### src/design/ssq_pkg.sv
package ssq_pkg;

   // Sequence geometry
   localparam int STEPS    = 16;
   localparam int OUTS     = 16;
   localparam int IDX_W    = 4;                  // Step index 0..15
   localparam int STEP_W   = 5;                  // Step number 1..16
   localparam int SET_W    = 14;                 // Settings up to 9999
   localparam int TIME_W   = SET_W + 1;          // Room for a +1 compare

   // Largest timebase or count setting accepted
   localparam logic [SET_W-1:0] MAX_SETTING = 14'h270f;

   // Step numbering and reset values
   localparam logic [IDX_W-1:0]  FIRST_IDX     = 4'h0;
   localparam logic [IDX_W-1:0]  FINAL_IDX     = 4'hf;
   localparam logic [STEP_W-1:0] FIRST_STEP    = 5'h01;
   localparam logic [STEP_W-1:0] FINAL_STEP    = 5'h10;
   localparam logic [SET_W-1:0]  ZERO_COUNT    = 14'h0000;
   localparam logic [SET_W-1:0]  ONE_COUNT     = 14'h0001;
   localparam logic [OUTS-1:0]   OUTS_OFF      = 16'h0000;

   // Base tick: 10 ms of a 250 MHz clock
   localparam int CLK_MHZ          = 250;
   localparam int BASE_TICK_MS     = 10;
   localparam int BASE_TICK_CYCLES = BASE_TICK_MS * 1000 * CLK_MHZ;

   // Sequencer variants
   typedef enum logic [1:0] {
      SSQ_TIMED_ONLY,
      SSQ_TIME_EVENT,
      SSQ_MASKED_BITS,
      SSQ_MASKED_WORD
   } ssq_variant_e;

   // Sequencer states
   typedef enum logic [1:0] {
      SSQ_PROGRAM,
      SSQ_RUN,
      SSQ_DONE
   } ssq_state_e;

endpackage

### src/design/ssq_tick_gen.sv
`timescale 1ns/10ps
module ssq_tick_gen
   import ssq_pkg::*;
#(
   parameter int CYCLES = BASE_TICK_CYCLES
) (
   // Clock and reset
   input  wire logic clk,
   input  wire logic rst_n,
   // Scan tick
   output logic      tick
);

   localparam int CNT_W = (CYCLES > 1) ? $clog2(CYCLES) : 1;
   localparam logic [CNT_W-1:0] LAST = CNT_W'(CYCLES - 1);

   logic [CNT_W-1:0] count;

   // Free running divider, one pulse per period
   always_ff @(posedge clk or negedge rst_n) begin
      if (!rst_n) begin
         count <= '0;
         tick  <= 1'b0;
      end else if (count == LAST) begin
         count <= '0;
         tick  <= 1'b1;
      end else begin
         count <= count + 1'b1;
         tick  <= 1'b0;
      end
   end

endmodule

### src/design/ssq_sequencer.sv
// Behaviour
// - Sixteen steps, each with a sixteen bit pattern; current pattern drives outputs.
// - One shared timebase, 0.01 to 99.99 s in 0.01 s units.
// - Each step has own counts; step time is 10 ms x timebase x counts.
// - Timebase and counts accept values up to 9999.
// - State is evaluated once per scan; finer timing has no effect.
// - Entering a step applies its pattern, then its event is sampled.
// - With event and time, counting advances only while the event is true.
// - Expired counts move to the next step with new outputs at once.
// - Each step transitions on time, event or both, mixed freely.
// - Partial sequences allowed; the last programmed step ends the cycle.
// - Timed variant uses time only; other three also use events.
// - Variants give bits or a word output, optionally with an output mask.
// - Four counters: counts in step, timer, preset step, current step.
// - Timer counts 10 ms units; counts holds counts elapsed in step.
// - Preset step counter changes only on reconfiguration, not operation.
// - Reset input forces the preset step; preset jumps to any step.
// - Last step done sets completion flag, holds last masked pattern.
// - Start and jog are ignored in the complete state.
// - Complete left only by reset or run entry; flag clears, preset step. The code also leaves it for program when RUN_MODE drops.
// - Start honored with reset off; start off freezes state and outputs.
// - Jog rising edge advances one step and clears timer; not timed variant.
// - Reset beats start; held reset stays at preset without timing.
// - Preset is step 1 to 16; run entry goes there with its pattern.
`timescale 1ns/10ps
module ssq_sequencer
   import ssq_pkg::*;
#(
   parameter int TICK_CYCLES = BASE_TICK_CYCLES
) (
   // Clock and reset
   input  wire logic                    MCLK,
   input  wire logic                    RESETN,
   // Control inputs
   input  wire logic                    RUN_MODE,
   input  wire logic                    START,
   input  wire logic                    JOG,
   input  wire logic                    SEQ_RESET,
   input  wire logic [STEPS-1:0]        EVENTS,
   // Configuration
   input  wire logic [1:0]              VARIANT,
   input  wire logic [SET_W-1:0]        TIMEBASE,
   input  wire logic [STEP_W-1:0]       PRESET_STEP,
   input  wire logic [STEP_W-1:0]       LAST_STEP,
   input  wire logic [STEPS*OUTS-1:0]   PATTERNS,
   input  wire logic [STEPS*SET_W-1:0]  COUNTS_PER_STEP,
   input  wire logic [STEPS-1:0]        USE_TIME,
   input  wire logic [STEPS-1:0]        USE_EVENT,
   input  wire logic [OUTS-1:0]         OUT_MASK,
   // Sequencer outputs
   output logic [OUTS-1:0]              OUTPUTS,
   output logic                         SCAN_TICK,
   // Monitoring counters
   output logic [SET_W-1:0]             STEP_COUNTS_COUNTER,
   output logic [SET_W-1:0]             STEP_TIMER_COUNTER,
   output logic [STEP_W-1:0]            PRESET_STEP_COUNTER,
   output logic [STEP_W-1:0]            CURRENT_STEP_COUNTER,
   output logic                         CYCLE_DONE_FLAG
);

   // Step number 1..16 to index; out of range numbers fall back to step 1
   function automatic logic [IDX_W-1:0] step_idx(input logic [STEP_W-1:0] n);
      if (n < FIRST_STEP || n > FINAL_STEP)
         step_idx = FIRST_IDX;
      else
         step_idx = IDX_W'(n - FIRST_STEP);
   endfunction

   // Programmed counts of one step
   function automatic logic [SET_W-1:0] counts_of(input logic [IDX_W-1:0] i);
      counts_of = COUNTS_PER_STEP[i*SET_W +: SET_W];
   endfunction

   // Pattern of one step as shown on the outputs, mask applied if offered
   function automatic logic [OUTS-1:0] shown(input logic [IDX_W-1:0] i);
      logic [OUTS-1:0] p;
      p = PATTERNS[i*OUTS +: OUTS];
      if (VARIANT == SSQ_MASKED_BITS || VARIANT == SSQ_MASKED_WORD)
         shown = p & OUT_MASK;
      else
         shown = p;
   endfunction

   ssq_state_e       state;
   ssq_state_e       next_state;
   logic [IDX_W-1:0] idx;
   logic [IDX_W-1:0] next_idx;
   logic [IDX_W-1:0] preset;
   logic [IDX_W-1:0] next_preset;
   logic [SET_W-1:0] timer;
   logic [SET_W-1:0] next_timer;
   logic [SET_W-1:0] counts;
   logic [SET_W-1:0] next_counts;
   logic             tick;
   logic             jog_prev;
   logic             run_prev;
   logic             jog_rise;
   logic             run_rise;
   logic             timed_only;
   logic             use_evt;
   logic             use_time;
   logic             evt;
   logic             tb_end;
   logic             cnt_end;
   logic             advance;
   logic [IDX_W-1:0] last_idx;

   // Scan tick, one evaluation per 10 ms
   ssq_tick_gen #(
      .CYCLES (TICK_CYCLES)
   ) u_tick (
      .clk    (MCLK),
      .rst_n  (RESETN),
      .tick   (tick)
   );

   // Step condition decode for the current step
   assign timed_only = (VARIANT == SSQ_TIMED_ONLY);
   assign use_evt    = !timed_only && USE_EVENT[idx];
   assign use_time   = !use_evt || USE_TIME[idx];
   assign evt        = EVENTS[idx];
   assign last_idx   = step_idx(LAST_STEP);
   // Inputs seen only at scans, so a jog shorter than a scan can be missed
   assign jog_rise   = JOG && !jog_prev;
   assign run_rise   = RUN_MODE && !run_prev;
   // Timebase of zero behaves as one base tick per count
   assign tb_end     = (TIME_W'(timer) + 1'b1)
                       >= TIME_W'(TIMEBASE);
   assign cnt_end    = (TIME_W'(counts) + 1'b1)
                       >= TIME_W'(counts_of(idx));

   // Next state of the sequencer for the coming scan
   always_comb begin
      next_state  = state;
      next_idx    = idx;
      next_timer  = timer;
      next_counts = counts;
      next_preset = preset;
      advance     = 1'b0;
      if (!RUN_MODE) begin
         next_state = SSQ_PROGRAM;
      end else if (run_rise) begin
         next_preset = step_idx(PRESET_STEP);
         next_idx    = step_idx(PRESET_STEP);
         next_state  = SSQ_RUN;
         next_timer  = ZERO_COUNT;
         next_counts = ZERO_COUNT;
      end else if (SEQ_RESET) begin
         next_idx    = preset;
         next_state  = SSQ_RUN;
         next_timer  = ZERO_COUNT;
         next_counts = ZERO_COUNT;
      end else begin
         case (state)
            SSQ_RUN: begin
               if (jog_rise && !timed_only) begin
                  advance = 1'b1;
               end else if (START) begin
                  if (!use_time) begin
                     advance = evt;
                  end else if (!use_evt || evt) begin
                     if (tb_end) begin
                        next_timer = ZERO_COUNT;
                        if (cnt_end)
                           advance = 1'b1;
                        else
                           next_counts = counts + ONE_COUNT;
                     end else begin
                        next_timer = timer + ONE_COUNT;
                     end
                  end
               end
            end
            SSQ_DONE: begin
               next_state = SSQ_DONE;
            end
            default: begin
               next_state = state;
            end
         endcase
      end
      // Step change clears the step timing; last step ends the cycle
      if (advance) begin
         next_timer  = ZERO_COUNT;
         next_counts = ZERO_COUNT;
         if (idx == last_idx || idx == FINAL_IDX)
            next_state = SSQ_DONE;
         else
            next_idx = idx + 1'b1;
      end
   end

   // Sequencer state, moved only at scan ticks
   always_ff @(posedge MCLK or negedge RESETN) begin
      if (!RESETN) begin
         state  <= SSQ_PROGRAM;
         idx    <= FIRST_IDX;
         timer  <= ZERO_COUNT;
         counts <= ZERO_COUNT;
      end else if (tick) begin
         state  <= next_state;
         idx    <= next_idx;
         timer  <= next_timer;
         counts <= next_counts;
      end
   end

   // Preset step follows configuration only when run mode is entered
   always_ff @(posedge MCLK or negedge RESETN) begin
      if (!RESETN)
         preset <= FIRST_IDX;
      else if (tick)
         preset <= next_preset;
   end

   // Input history for edge detection, sampled at each scan
   always_ff @(posedge MCLK or negedge RESETN) begin
      if (!RESETN) begin
         jog_prev <= 1'b0;
         run_prev <= 1'b0;
      end else if (tick) begin
         jog_prev <= JOG;
         run_prev <= RUN_MODE;
      end
   end

   // Outputs take the new step's pattern in the same scan; off in program
   always_ff @(posedge MCLK or negedge RESETN) begin
      if (!RESETN)
         OUTPUTS <= OUTS_OFF;
      else if (tick && next_state == SSQ_PROGRAM)
         OUTPUTS <= OUTS_OFF;
      else if (tick)
         OUTPUTS <= shown(next_idx);
   end

   // Monitoring counters, completion flag and scan tick
   assign STEP_COUNTS_COUNTER  = counts;
   assign STEP_TIMER_COUNTER   = timer;
   assign PRESET_STEP_COUNTER  = STEP_W'(preset) + FIRST_STEP;
   assign CURRENT_STEP_COUNTER = STEP_W'(idx) + FIRST_STEP;
   assign CYCLE_DONE_FLAG      = (state == SSQ_DONE);
   assign SCAN_TICK            = tick;

   logic live;
   assign live = tick && RUN_MODE && !run_rise && !SEQ_RESET;
endmodule

### config.mk
export PLATFORM = sky130hd
export DESIGN_NAME = ssq_sequencer
export DESIGN_NICKNAME = d
export VERILOG_FILES = /design/src/design/ssq_pkg.sv /design/src/design/ssq_tick_gen.sv /design/src/design/ssq_sequencer.sv
export SDC_FILE = /design/constraint.sdc
export NUM_CORES = 1
export LEC_CHECK = 0
export ABC_CLOCK_PERIOD_IN_PS = 5500
export BUFFER_PORTS_ARGS = -buffer_cell sky130_fd_sc_hd__buf_2
export CORE_AREA = 2 2 244 246
export CTS_BUF_LIST = sky130_fd_sc_hd__clkbuf_16
export CTS_CLUSTER_SIZE = 25
export DETAILED_ROUTE_END_ITERATION = 10
export DIE_AREA = 0 0 246 248
export PLACE_DENSITY_LB_ADDON = 0.2
export SLEW_MARGIN = 0
export SYNTH_ARGS = -nofsm -noshare
export SYNTH_HDL_FRONTEND = slang
export SYNTH_SLANG_ARGS = --single-unit
### constraint.sdc
create_clock -name MCLK -period 5.5 [get_ports MCLK]
set_input_delay 0.825 -clock MCLK [delete_from_list [all_inputs] [get_ports MCLK]]
set_output_delay 0.825 -clock MCLK [all_outputs]
set_load 0.01 [all_outputs]
After elaboration in Yosys (flattened, before gate mapping) --
Cells that the tools add are included.
Operators by class: add/sub/neg operators 10, reductions and logical operators 27, shifts and indexed selects 2, $lt $le $gt $ge 7, eq/ne operators 9, bitwise operators 1, $mul 1, muxes and demuxes 55
Operator list (count):
- 14-bit 2-to-1 mux | 21
- 256-bit by 9-bit indexed part select with 16-bit output | 1
- 224-bit by 9-bit indexed part select with 14-bit output | 1
- 16-bit 2-to-1 mux | 3
- 14-bit by 1-bit adder with 15-bit output (second input constant) | 2
- 15-bit by 14-bit >= comparator with 1-bit output | 2
- 14-bit by 1-bit adder with 14-bit output (second input constant) | 2
- 4-bit 2-to-1 mux | 7
- 22-bit by 1-bit adder with 22-bit output (second input constant) | 1
- 22-bit equality test (second input constant) | 1
- 22-bit 2-to-1 mux | 1
- 4-bit nonzero test | 5
- 16-bit AND | 1
- 1-bit 2-to-1 mux | 14
- 1-bit binary-select mux with 4-bit select | 3
- 2-bit 2-to-1 mux | 6
- 4-bit by 1-bit adder with 5-bit output (second input constant) | 2
- 5-bit > comparator (second input constant) | 2
- 5-bit by 1-bit < comparator with 1-bit output (second input constant) | 2
- 9-bit AND reduction | 1
- 4-bit by 1-bit subtractor with 4-bit output (second input constant) | 2
- 4-bit by 3-bit multiplier with 7-bit output (second input constant) | 1
- 7-bit AND reduction | 1
- 2-bit equality test (second input constant) | 3
- other kinds (13) | 27
Storage, ports and cells: register bits after elaboration 79, input bits 576

Logic depth before layout (Yosys ltp) --
Gate-level depths: netlist of the first run.
depth in word-level cells 19, gate-level depth with buffers 22, depth with buffers taken out 17

By module --
A second synthesis of the first run with hierarchy kept.
Second synthesis, totals: cell total of the unflattened synthesis 1186, area, all modules 10918.0 sq um
Modules (own cells, without submodules):
- ssq_sequencer | times used 1, area each 9771.9 sq um, cells each 1079
- ssq_tick_gen | times used 1, area each 1146.1 sq um, cells each 107

Worst setup path after synthesis of the first run --
No wires, ideal clock.
kind register to register, start point register idx[0], end point register OUTPUTS[11], data arrival time 5328 ps, buffers on the path 5, library setup time 126 ps, required time 5374 ps, cell stages (with the launch flop) 20, period minus slack after synthesis 5454 ps, slack 46 ps, cell sequence dfrtp_1 buf_4 buf_6 clkbuf_1 buf_1 mux4_2 mux4_2 inv_1 ha_1 a211oi_1 nor2_1 a2111oi_0 o21ai_0 a21oi_1 o31a_1 nor2_8 mux2_1 clkbuf_1 o221a_2 a221o_1
Between the ends: cells in the longest elaborated chain, start to end 19
Ends and longest elaborated chain:
- start, declared | line ssq_sequencer.sv:86 | logic [IDX_W-1:0] idx;
- start signal, assigned | line ssq_sequencer.sv:202 | idx <= next_idx;
- 4-bit by 3-bit multiplier with 7-bit output or 1-bit binary-select mux with 4-bit select (tied branches) | line ssq_sequencer.sv:71, ssq_sequencer.sv:119
- 224-bit by 9-bit indexed part select with 14-bit output or 1-bit 2-to-1 mux (tied branches) | line ssq_sequencer.sv:71, ssq_sequencer.sv:119
- 15-bit by 14-bit >= comparator with 1-bit output or 1-bit logical AND (tied branches) | line ssq_sequencer.sv:130, ssq_sequencer.sv:119
- 1-bit 2-to-1 mux or 1-bit logical NOT (tied branches) | line ssq_sequencer.sv:164, ssq_sequencer.sv:120, ssq_sequencer.sv:161
- 1-bit 2-to-1 mux or 1-bit logical OR (tied branches) | line ssq_sequencer.sv:162, ssq_sequencer.sv:161
- 1-bit 2-to-1 mux | line ssq_sequencer.sv:161 | end else if (!use_evt || evt) begin
- 1-bit 2-to-1 mux | line ssq_sequencer.sv:159 | if (!use_time) begin
- 1-bit 2-to-1 mux | line ssq_sequencer.sv:158 | end else if (START) begin
- [3 not listed]
- 1-bit 2-to-1 mux | line ssq_sequencer.sv:142 | end else if (run_rise) begin
- 1-bit 2-to-1 mux | line ssq_sequencer.sv:140 | if (!RUN_MODE) begin
- 4-bit 2-to-1 mux | line ssq_sequencer.sv:183 | if (advance) begin
- 256-bit by 9-bit indexed part select with 16-bit output | line ssq_sequencer.sv:77 | p = PATTERNS[i*OUTS +: OUTS];
- 16-bit AND | line ssq_sequencer.sv:79 | shown = p & OUT_MASK;
- 16-bit 2-to-1 mux | line ssq_sequencer.sv:78 | if (VARIANT == SSQ_MASKED_BITS || VARIANT == SSQ_MASKED_WORD)
- 16-bit 2-to-1 mux | line ssq_sequencer.sv:233 | else if (tick)
- 16-bit 2-to-1 mux | line ssq_sequencer.sv:231 | else if (tick && next_state == SSQ_PROGRAM)
- end signal, assigned | line ssq_sequencer.sv:234 | OUTPUTS <= shown(next_idx);
- end, declared | line ssq_sequencer.sv:51 | output logic [OUTS-1:0] OUTPUTS,
Several ways; a longest one is shown, not always the timed one. The select of a mux whose other input is x is not followed. A chain may end at the register's enable or synchronous reset.

Final worst setup path of the first run --
start point register idx[0], end point register OUTPUTS[9]
The elaborated chain is that of the path after synthesis.

==> impl_metrics.ini, run 1 <==
[detailed_routing]
vias_per_cell = 4.75
drcViolationCount = 0
drt_iter0_drc = 981
wl_per_cell_um = 23.7
wirelength_mm = 59.2
vias = 11891
dr.pass1.iters = 8
final_antenna_net_count = 0

[cts]
clkTransAtPathRegs_ns = 0.08
clock-root-buffer = clkbuf_16
clock_path_buffers = 2
clkSinkCount = 79
clkLatencyLatePin_ns = 0.36
cts_buffers = 9
cts_tree = built
h-tree-depth = 3

[grt]
first_global_vias = 11685
grt_pass1_wl_mm = 81.1
antenna_found_initial = 14
grtUsageTotal = 0.183
grt_max_degree = 74
overflow = 0

[timing]
rsz0062_at_grt = false
timing.final.crit_share = 0.952
worst_clock_skew_ns = 0.0156
slew_headroom = 0.378
setup_viol = 0
period_minus_slack_ns = 5.24
finalHoldViolations = 0
drv_slew = 0
worstMarginPinSlew_ns = 0.933
max_freq_mhz = 191

[synth]
async_flop_share = 1.00
synthTopCellsByArea = dfrtp_1 20%, mux4_2 18%, mux2i_1 6.0%, ha_1 4.6%, nand2_1 4.0%
yosys.area.top_type = dfrtp_1
synth.ff_latch_count = 79
synthFlopType = dfrtp_1
synth_nets = 1712
yosysUniqueCellTypes = 76
synth_top_area_frac = 0.196
synth_edf_count = 0
netlist_area_um2 = 10100
synth_area_per_cell_um2 = 9.17
synth-seq-area-share = 0.196
syn_inst = 1099
ys_warn_count = 0

[power_and_ir_drop]
p_per_area_nw_per_um2 = 124
power.leakage_uw = 0.00717
peakVddDrop_mv = 0.109
fin_total_pwr_uw = 1830

[placed_design]
dp_hpwl_mm = 50.5
placed_cell_area_um2 = 14300
place.gp.congestion = 0.963
io_buffers = 631

[cells_and_area]
fin_area_um2 = 14800
drive_above_1_share = 0.495
fin_nets = 2329
nFillCells = 6420
area_growth_pct = 46.7
post-route-util = 0.253

[critical_path]
cp-end-kind = flop
crit_chain = buf_12 > mux4_2 > mux4_2 > inv_1 > ha_1 > a211oi_1 > nor2_1 > a2111oi_0 > o21ai_0 > a21oi_1 > buf_4 > o31ai_4 > a21o_4 > nand2_4 > buf_12 > buf_4 > nand2_1 > a311oi_1 > a221o_1
startpoint_type = flop
cp_slowest_stage_delay_ns = 0.54
cp.arrival_ns = 5.52
cp.required_ns = 5.79
cp_max_fo = 39
crit_type = flop to flop
critPathSlowestCell = dfrtp_4

[die]
fp.dieH_um = 248
die_area_um2 = 61000
die_w_um = 246
start_util = 0.172
ioPinCount = 632
core_um2 = 58500
row_count = 89

[run]
drv_cap = 0

[status]
status = complete, no violations

[hold_path]
hold_class = flop to flop
## worst paths after layout
check | slack, ns | cells after the start | startpoint | end
min | 0.48 | 1 | u_tick.count[0] | u_tick.count[0]
min in group asynchronous | 0.51 | 1 | RESETN | STEP_COUNTS_COUNTER[2]
min reg2reg | 0.48 | 1 | u_tick.count[0] | u_tick.count[0]
max in group asynchronous | 4.05 | 2 | RESETN | OUTPUTS[2]
max reg2reg | 0.26 | 19 | idx[0] | OUTPUTS[9]
max | 0.26 | 19 | idx[0] | OUTPUTS[9]
## registers in the layout, summed over array words and instances, names as in the netlist
signal	count
idx	4
STEP_COUNTS_COUNTER	14
run_prev	1
preset	4
u_tick.count	22
OUTPUTS	16
state	2
u_tick.tick	1
STEP_TIMER_COUNTER	14
jog_prev	1
## worst max-delay path: cells and delay by family (launching register included)
kind,cells,cell delay [ns]
compound gates,8,2.06
mux,2,1.05
buf+inv,5,0.98
flops,1,0.54
simple gates,3,0.28
fa+ha+maj,1,0.24
## stage by stage
step                setup TNS, ns  hold slack [ns]  setup slack (ns)  cells
global placement          -0.0201            0.467           -0.0201   2473
detailed placement        -0.0571            0.471           -0.0534   2473
finish                          0            0.481             0.264   2501
floorplan                       0            0.448            0.0461   1099
CTS                             0            0.481           0.00958   2489
global route                    0            0.512            0.0148   2498
## cell families (layout without fill, tap and decap cells)
group,after synthesis,after routing,share of synthesized area
AND/OR/NAND/NOR,317,317,0.157
flip-flops,79,79,0.196
buffers and inverters,172,794,0.0746
XOR/XNOR,51,51,0.0443
other,0,7,0
AO/OA/AOI/OAI,281,281,0.218
multiplexers,162,162,0.264
adder cells (fa/ha/maj),37,37,0.0460
## repair_timing
item	CTS	global route
buffers inserted	0	4
resized for setup	1	6
setup endpoints to repair	1	31
cloned	0	1
pin swaps	0	2
hold endpoints to repair	0	0
hold buffers	0	0
## placed cells by master (no fill, tap or decap), types with 7 or more instances in the layout
cell	n
nor2_1	44
buf_4	45
o21ai_0	30
o221a_1	7
nand2_1	108
xnor2_1	27
nand2b_1	9
mux2i_1	58
o221a_2	23
diode_2	7
ha_1	37
mux2_2	20
and3_1	9
a21oi_1	57
nor2b_1	23
xor2_1	23
buf_12	11
nand3_1	40
a222oi_1	30
nand4_1	13
o211ai_1	19
mux4_2	80
a221o_1	18
clkbuf_16	10
a22o_1	9
nor3_1	20
dfrtp_1	75
nor4_1	20
a311oi_1	15
buf_2	630
a211oi_1	23
a21o_1	7
inv_1	89
## power breakdown
part | internal [µW] | leakage (µW) | switching [µW]
clock network | 409 | 0.000165 | 291
registers | 581 | 0.00106 | 0.179
logic | 278 | 0.00594 | 273
total | 1270 | 0.00717 | 564
## cell type report
class                           count  area [µm²]  share of cell area
Antenna cell                        7        17.5             0.00119
Clock buffer                        9         225              0.0152
Clock inverter                      7         114             0.00770
Inverter                           91         342              0.0231
Multi-Input combinational cell    848        7390               0.500
Sequential cell                    79        1980               0.134
Tap cell                          773         967              0.0654
Timing Repair Buffer              687        3740               0.253
## synth_stat cells, drive strengths merged (28+ instances only)
master	count
mux4	80
nand2	110
dfrtp	79
o221a	30
xnor2	28
inv	89
clkbuf	40
buf	41
ha	37
nor2	45
mux2i	61
nand3	41
a21oi	57
a222oi	30
o21ai	38
## routing by layer
metal / track usage / vias to the layer above / wire, µm
met5: 0.0151 / - / 204
met3: 0.0439 / 49 / 4610
met4: 0.0330 / 14 / 556
met2: 0.259 / 473 / 25500
li1: - / 5525 / -
met1: 0.277 / 5830 / 28400
Note: power is estimated with default switching activity, not from simulation.
==> run 2: changes to the inputs <==
--- a/config.mk
+++ b/config.mk
@@ -5,14 +5,16 @@
 export SDC_FILE = /design/constraint.sdc
 export NUM_CORES = 1
 export LEC_CHECK = 0
+export ABC_AREA = 1
 export ABC_CLOCK_PERIOD_IN_PS = 5500
 export BUFFER_PORTS_ARGS = -buffer_cell sky130_fd_sc_hd__buf_2
-export CORE_AREA = 2 2 244 246
+export CORE_AREA = 2 2 243 245
 export CTS_BUF_LIST = sky130_fd_sc_hd__clkbuf_16
 export CTS_CLUSTER_SIZE = 25
 export DETAILED_ROUTE_END_ITERATION = 10
-export DIE_AREA = 0 0 246 248
+export DIE_AREA = 0 0 245 247
 export PLACE_DENSITY_LB_ADDON = 0.2
+export REMOVE_ABC_BUFFERS = 1
 export SLEW_MARGIN = 0
 export SYNTH_ARGS = -nofsm -noshare
 export SYNTH_HDL_FRONTEND = slang
==> run 2 against run 1 <==
Against the previous run:
- sequential share of layout area increased by 0.31 points
- power down 3.3%
- area after synthesis grew 2.1%
- final cell count up 23%
- clock power down 8.7%
- critical path depth grew 6
- via count grew 23%
- non-clock buffer count shrank 22
==> impl_metrics.ini, run 2 <==
[timing]
rsz0062_at_grt = false
setup_viol = 0
finalHoldViolations = 0
period_minus_slack_ns = 4.82
max_freq_mhz = 208
hold_ws_ns = 0.414
worst_clock_skew_ns = 0.0164
drv_slew = 0
slew_headroom = 0.315
timing.final.crit_share = 0.876
worstMarginPinSlew_ns = 1.02

[critical_path]
cp.required_ns = 5.81
startpoint_type = flop
reg2reg_setup_slack_ns = 0.68
r2r_cells = 25
cp-end-kind = flop
crit_type = flop to flop
rr_startpoint = idx[1]
cp_max_fo = 38
cp.arrival_ns = 5.13
regToRegEndpoint = OUTPUTS[0]

[placed_design]
dp_hpwl_mm = 48.3
placed_cell_area_um2 = 14100
place.gp.congestion = 1.00
io_buffers = 631

[synth]
syn_inst = 1739
synthFlopType = dfrtp_1
yosysUniqueCellTypes = 45
synth_edf_count = 0
synth-seq-area-share = 0.192
synth_area_per_cell_um2 = 5.91
yosys.area.top_type = nand3_1
synth_common_cells = 473 x nand2_1, 443 x nand3_1, 143 x inv_1, 91 x nor2_1, 79 x dfrtp_1
synth_top_area_frac = 0.216
async_flop_share = 1.00
ys_warn_count = 0
synth.ff_latch_count = 79
synth_most_common_cell = nand2_1
netlist_area_um2 = 10300
synthTopCellsByArea = nand3_1 22%, dfrtp_1 19%, nand2_1 17%, inv_1 5.2%, ha_1 4.5%

[cts]
clkLatencyLatePin_ns = 0.37
cts_buffers = 9
holdBufCountCts = 0
cts_setup_buffers = 0
clkSinkCount = 79
clkTransAtPathRegs_ns = 0.07
cts_tree = built
clock_path_buffers = 2
clock-root-buffer = clkbuf_16
cts.repair.resized = 0
h-tree-depth = 3

[detailed_routing]
vias_per_cell = 4.74
drcViolationCount = 0
wl_per_cell_um = 19.7
dr.pass1.iters = 5
vias = 14569
final_antenna_net_count = 0
drt_iter0_drc = 739
wirelength_mm = 60.6

[status]
status = complete, no violations

[power_and_ir_drop]
peakVddDrop_mv = 0.152
power.leakage_uw = 0.00762
p_per_area_nw_per_um2 = 123
fin_total_pwr_uw = 1770

[die]
core_um2 = 58200
start_util = 0.177
fp.dieH_um = 247
row_count = 89
die_w_um = 245
ioPinCount = 632
die_area_um2 = 60500

[cells_and_area]
layout_commonest_cell = buf_2
fin_area_um2 = 14400
drive_above_1_share = 0.309
layout_common_cells = 630 x buf_2, 471 x nand2_1, 443 x nand3_1
top_regs = u_tick.count x22, OUTPUTS x16
largest_reg_flops = 22
regMostFlops = u_tick.count
post-route-util = 0.248
area_growth_pct = 40.4
fin_nets = 2903

[grt]
antenna_found_initial = 14
grt_pass1_wl_mm = 88.3
grt_max_degree = 129
first_global_vias = 14479
overflow = 0
grtUsageTotal = 0.192

[hold_path]
hold_class = primary input to async pin

[run]
drv_cap = 0
==> run 2: changes by cell type after synthesis, sizes merged, moves of 36 or more <==
cell and delta:
nand2 +367, mux4 -80, nor2 +48, inv +62, mux2i -61, a31oi +36
o21ai +38, nand3 +405, o221ai +40
==> run 2: worst max path at each step <==
| stage | startpoint | end | slack [ns] | cells after the start |
|---|---|---|---|---|
| detailed placement | idx[1] | OUTPUTS[0] | 0.57 | 25 |
| global route | idx[1] | OUTPUTS[0] | 0.27 | 25 |
| finish | idx[1] | OUTPUTS[0] | 0.68 | 25 |
| floorplan | idx[0] | OUTPUTS[0] | -6.31 | 24 |
| global placement | idx[1] | OUTPUTS[0] | 0.58 | 27 |
| CTS | idx[1] | OUTPUTS[0] | 0.55 | 25 |
==> run 2: final cells by class <==
cell class,count,area [µm²]
fill,6695,43800
multi-input combinational,1378,7070
timing repair buffer,665,3530
sequential,79,1980
tap,773,967
inverter,157,589
clock buffer,9,225
clock inverter,7,66.3
antenna,5,12.5
==> run 2: power by group <==
| group | leakage, µW | switching [µW] | internal (µW) | total (µW) |
|---|---|---|---|---|
| combinational | 0.00660 | 295 | 258 | 553 |
| sequential | 0.000880 | 0 | 581 | 581 |
| clock | 0.000144 | 290 | 349 | 639 |
==> run 2: cells by family after synthesis <==
| kind of cell | Yosys count | share of synthesized area |
|---|---|---|
| AND/OR/NAND/NOR | 1057 | 0.454 |
| flip-flops | 79 | 0.192 |
| adder cells (fa/ha/maj) | 37 | 0.0450 |
| XOR/XNOR | 34 | 0.0290 |
| AO/OA/AOI/OAI | 250 | 0.158 |
| buffers and inverters | 282 | 0.123 |
==> run 2: per-stage QoR <==
step / setup TNS, ns / std cells / setup WS (ns)
global route: 0 / 3073 / 0.267
finish: 0 / 3073 / 0.683
global placement: 0 / 3052 / 0.575
floorplan: -130.60 / 1614 / -6.31
CTS: 0 / 3068 / 0.552
detailed placement: 0 / 3052 / 0.572
==> run 2: layer usage <==
layer  global-route usage  vias up  wire length, µm
li1                     -     7047                -
met1                0.217     6877            24100
met2                0.369      555            31900
met3               0.0279       80             3290
met4               0.0581       10             1270
met5                    0        -               58
==> run 2: worst max-delay path: stages (launching register included) <==
cell     delay, ns
dfrtp_2       0.55
inv_2         0.35
buf_12        0.26
o21ai_0       0.21
o22ai_1       0.17
nor2_1        0.06
o21ai_0       0.37
buf_4         0.22
ha_1          0.22
nand3_1       0.10
nor2_1        0.04
nand3_1       0.06
nand2_1       0.05
a21oi_1       0.12
nand2_1       0.11
nand2_1       0.09
nand3_2       0.11
nand3_4       0.13
nor2_4        0.06
nand2_1       0.10
o21ai_4       0.11
inv_2         0.56
nand3_1       0.36
nand3_1       0.16
nand3_1       0.07
nand2_1       0.06
==> run 3: changes to the inputs <==
==> constraint.sdc (replaced) <==
create_clock -name MCLK -period 5.5 [get_ports MCLK]
set_input_delay 0.275 -clock MCLK [delete_from_list [all_inputs] [get_ports MCLK]]
set_output_delay 0.275 -clock MCLK [all_outputs]
set_load 0.01 [all_outputs]
==> run 3 against run 2 <==
Against the previous run:
- combinational power about the same
- non-clock buffer count up 3
- via count up 0.60%
==> impl_metrics.ini, run 3 (synthesized netlist as in run 2, its figures left out) <==
[critical_path]
r2r_cells = 26
cp_max_fo = 86
reg2reg_setup_slack_ns = 0.53
cp_slowest_stage_delay_ns = 0.44
cp.required_ns = 5.81
critPathBufInv = 5
crit_type = flop to flop
startpoint_type = flop
regToRegEndpoint = OUTPUTS[12]
cpLargestDelayFamily = simple AND/OR/NAND/NOR gates
startpoint = idx[1]
critPathSlowestCell = dfrtp_2
rr_startpoint = idx[1]
path_common_cell = nand3_1
cp-end-kind = flop
cp.arrival_ns = 5.29

[cts]
clkTransAtPathRegs_ns = 0.08
clkLatencyLatePin_ns = 0.38
clock-root-buffer = clkbuf_16
cts_buffers = 9
h-tree-depth = 3
clock_path_buffers = 2
clkSinkCount = 79
cts_tree = built
cts_setup_buffers = 0

[timing]
setup_viol = 0
worstMarginPinSlew_ns = 0.902
slew_headroom = 0.399
rsz0062_at_grt = false
drv_slew = 0
hold_ws_ns = 0.137
worst_clock_skew_ns = 0.0174
finalHoldViolations = 0
max_freq_mhz = 201
fin_tns_setup_ns = 0
timing.final.crit_share = 0.904
period_minus_slack_ns = 4.97

[cells_and_area]
largest_reg_flops = 22
seq_area_um2 = 1980
nFillCells = 6702
multi_input_comb_area_um2 = 7070
drive_above_1_share = 0.311
layout_common_cells = 630 x buf_2, 470 x nand2_1, 443 x nand3_1
fin_nets = 2906
regMostFlops = u_tick.count
area_growth_pct = 40.9
layout_commonest_cell = buf_2
fin_area_um2 = 14500
post-route-util = 0.249
top_regs = u_tick.count x22, OUTPUTS x16

[grt]
first_global_vias = 14646
antenna_found_initial = 12
grt_max_degree = 129
grtUsageTotal = 0.192
overflow = 0
grt_pass1_wl_mm = 88.3

[placed_design]
io_buffers = 631
placed_cell_area_um2 = 14200
dp_hpwl_mm = 48.4
place.gp.congestion = 1.00

[die]
start_util = 0.177
ioPinCount = 632
core_um2 = 58200
row_count = 89
fp.dieH_um = 247
die_w_um = 245
die_area_um2 = 60500

[detailed_routing]
dr_wl_met3_mm = 3.15
dr.pass1.iters = 7
drt_iter0_drc = 991
vias_per_cell = 4.76
met1_length_mm = 24.0
vias = 14657
wirelength_mm = 60.7
final_antenna_net_count = 0
routed.top_layer = met5
wl_per_cell_um = 19.7
met2_length_mm = 31.6
drcViolationCount = 0

[hold_path]
holdCritStartpoint = JOG
worstHoldPathCells = 3
holdPathEnd = jog_prev
hold_class = primary input to flop

[power_and_ir_drop]
p_per_area_nw_per_um2 = 124
peakVddDrop_mv = 0.165
power.leakage_uw = 0.00764

[status]
status = complete, no violations

[run]
drv_cap = 0
[run 3: worst max-delay path by stage]
stage	end	slack (ns)	depth (start not counted)
floorplan	OUTPUTS[0]	-6.31	24
global placement	OUTPUTS[12]	0.31	25
detailed placement	OUTPUTS[0]	0.39	23
CTS	OUTPUTS[12]	0.38	25
global route	OUTPUTS[12]	0.1	26
finish	OUTPUTS[12]	0.53	26
[run 3: what timing repair did]
action | CTS | global route
hold buffers | 1 | 0
setup endpoints to repair | 0 | 1
resized for setup | 0 | 1
hold endpoints to repair | 15 | 0
[run 3: worst reg2reg max path, delay by kind of cell (launching register included)]
family                   cells  cell delay [ns]
adder cells (fa/ha/maj)      1             0.12
AND/OR/NAND/NOR             16             2.14
AO/OA/AOI/OAI                4             0.87
buffers and inverters        5             1.35
flip-flops                   1             0.44
[run 3: layer usage]
metal | global-route usage | up-vias
li1 | - | 7063
met1 | 0.217 | 6886
met2 | 0.361 | 602
met3 | 0.0238 | 102
met4 | 0.0777 | 4
met5 | 0 | -
[run 3: cell type report]
cell class | count | area share
Antenna cell | 6 | 0.00104
Multi-Input combinational cell | 1378 | 0.488
Sequential cell | 79 | 0.137
Clock inverter | 7 | 0.00561
Inverter | 157 | 0.0407
Timing Repair Buffer | 668 | 0.245
Tap cell | 773 | 0.0668
Clock buffer | 9 | 0.0155
[run 3: report_power, final]
part	internal (µW)	switching (µW)	total (µW)
Sequential	581	0	581
Combinational	259	296	555
Clock	357	298	655
Total	1200	594	1790
[run 3: stage by stage]
step                      cells  setup WS [ns]  power, µW
after detailed placement   3054          0.386       1150
after global routing       3077         0.0982       1900
final                      3077          0.526       1790
after global placement     3054          0.305       1150
after CTS                  3071          0.384       1830
after floorplan            1614          -6.31        818
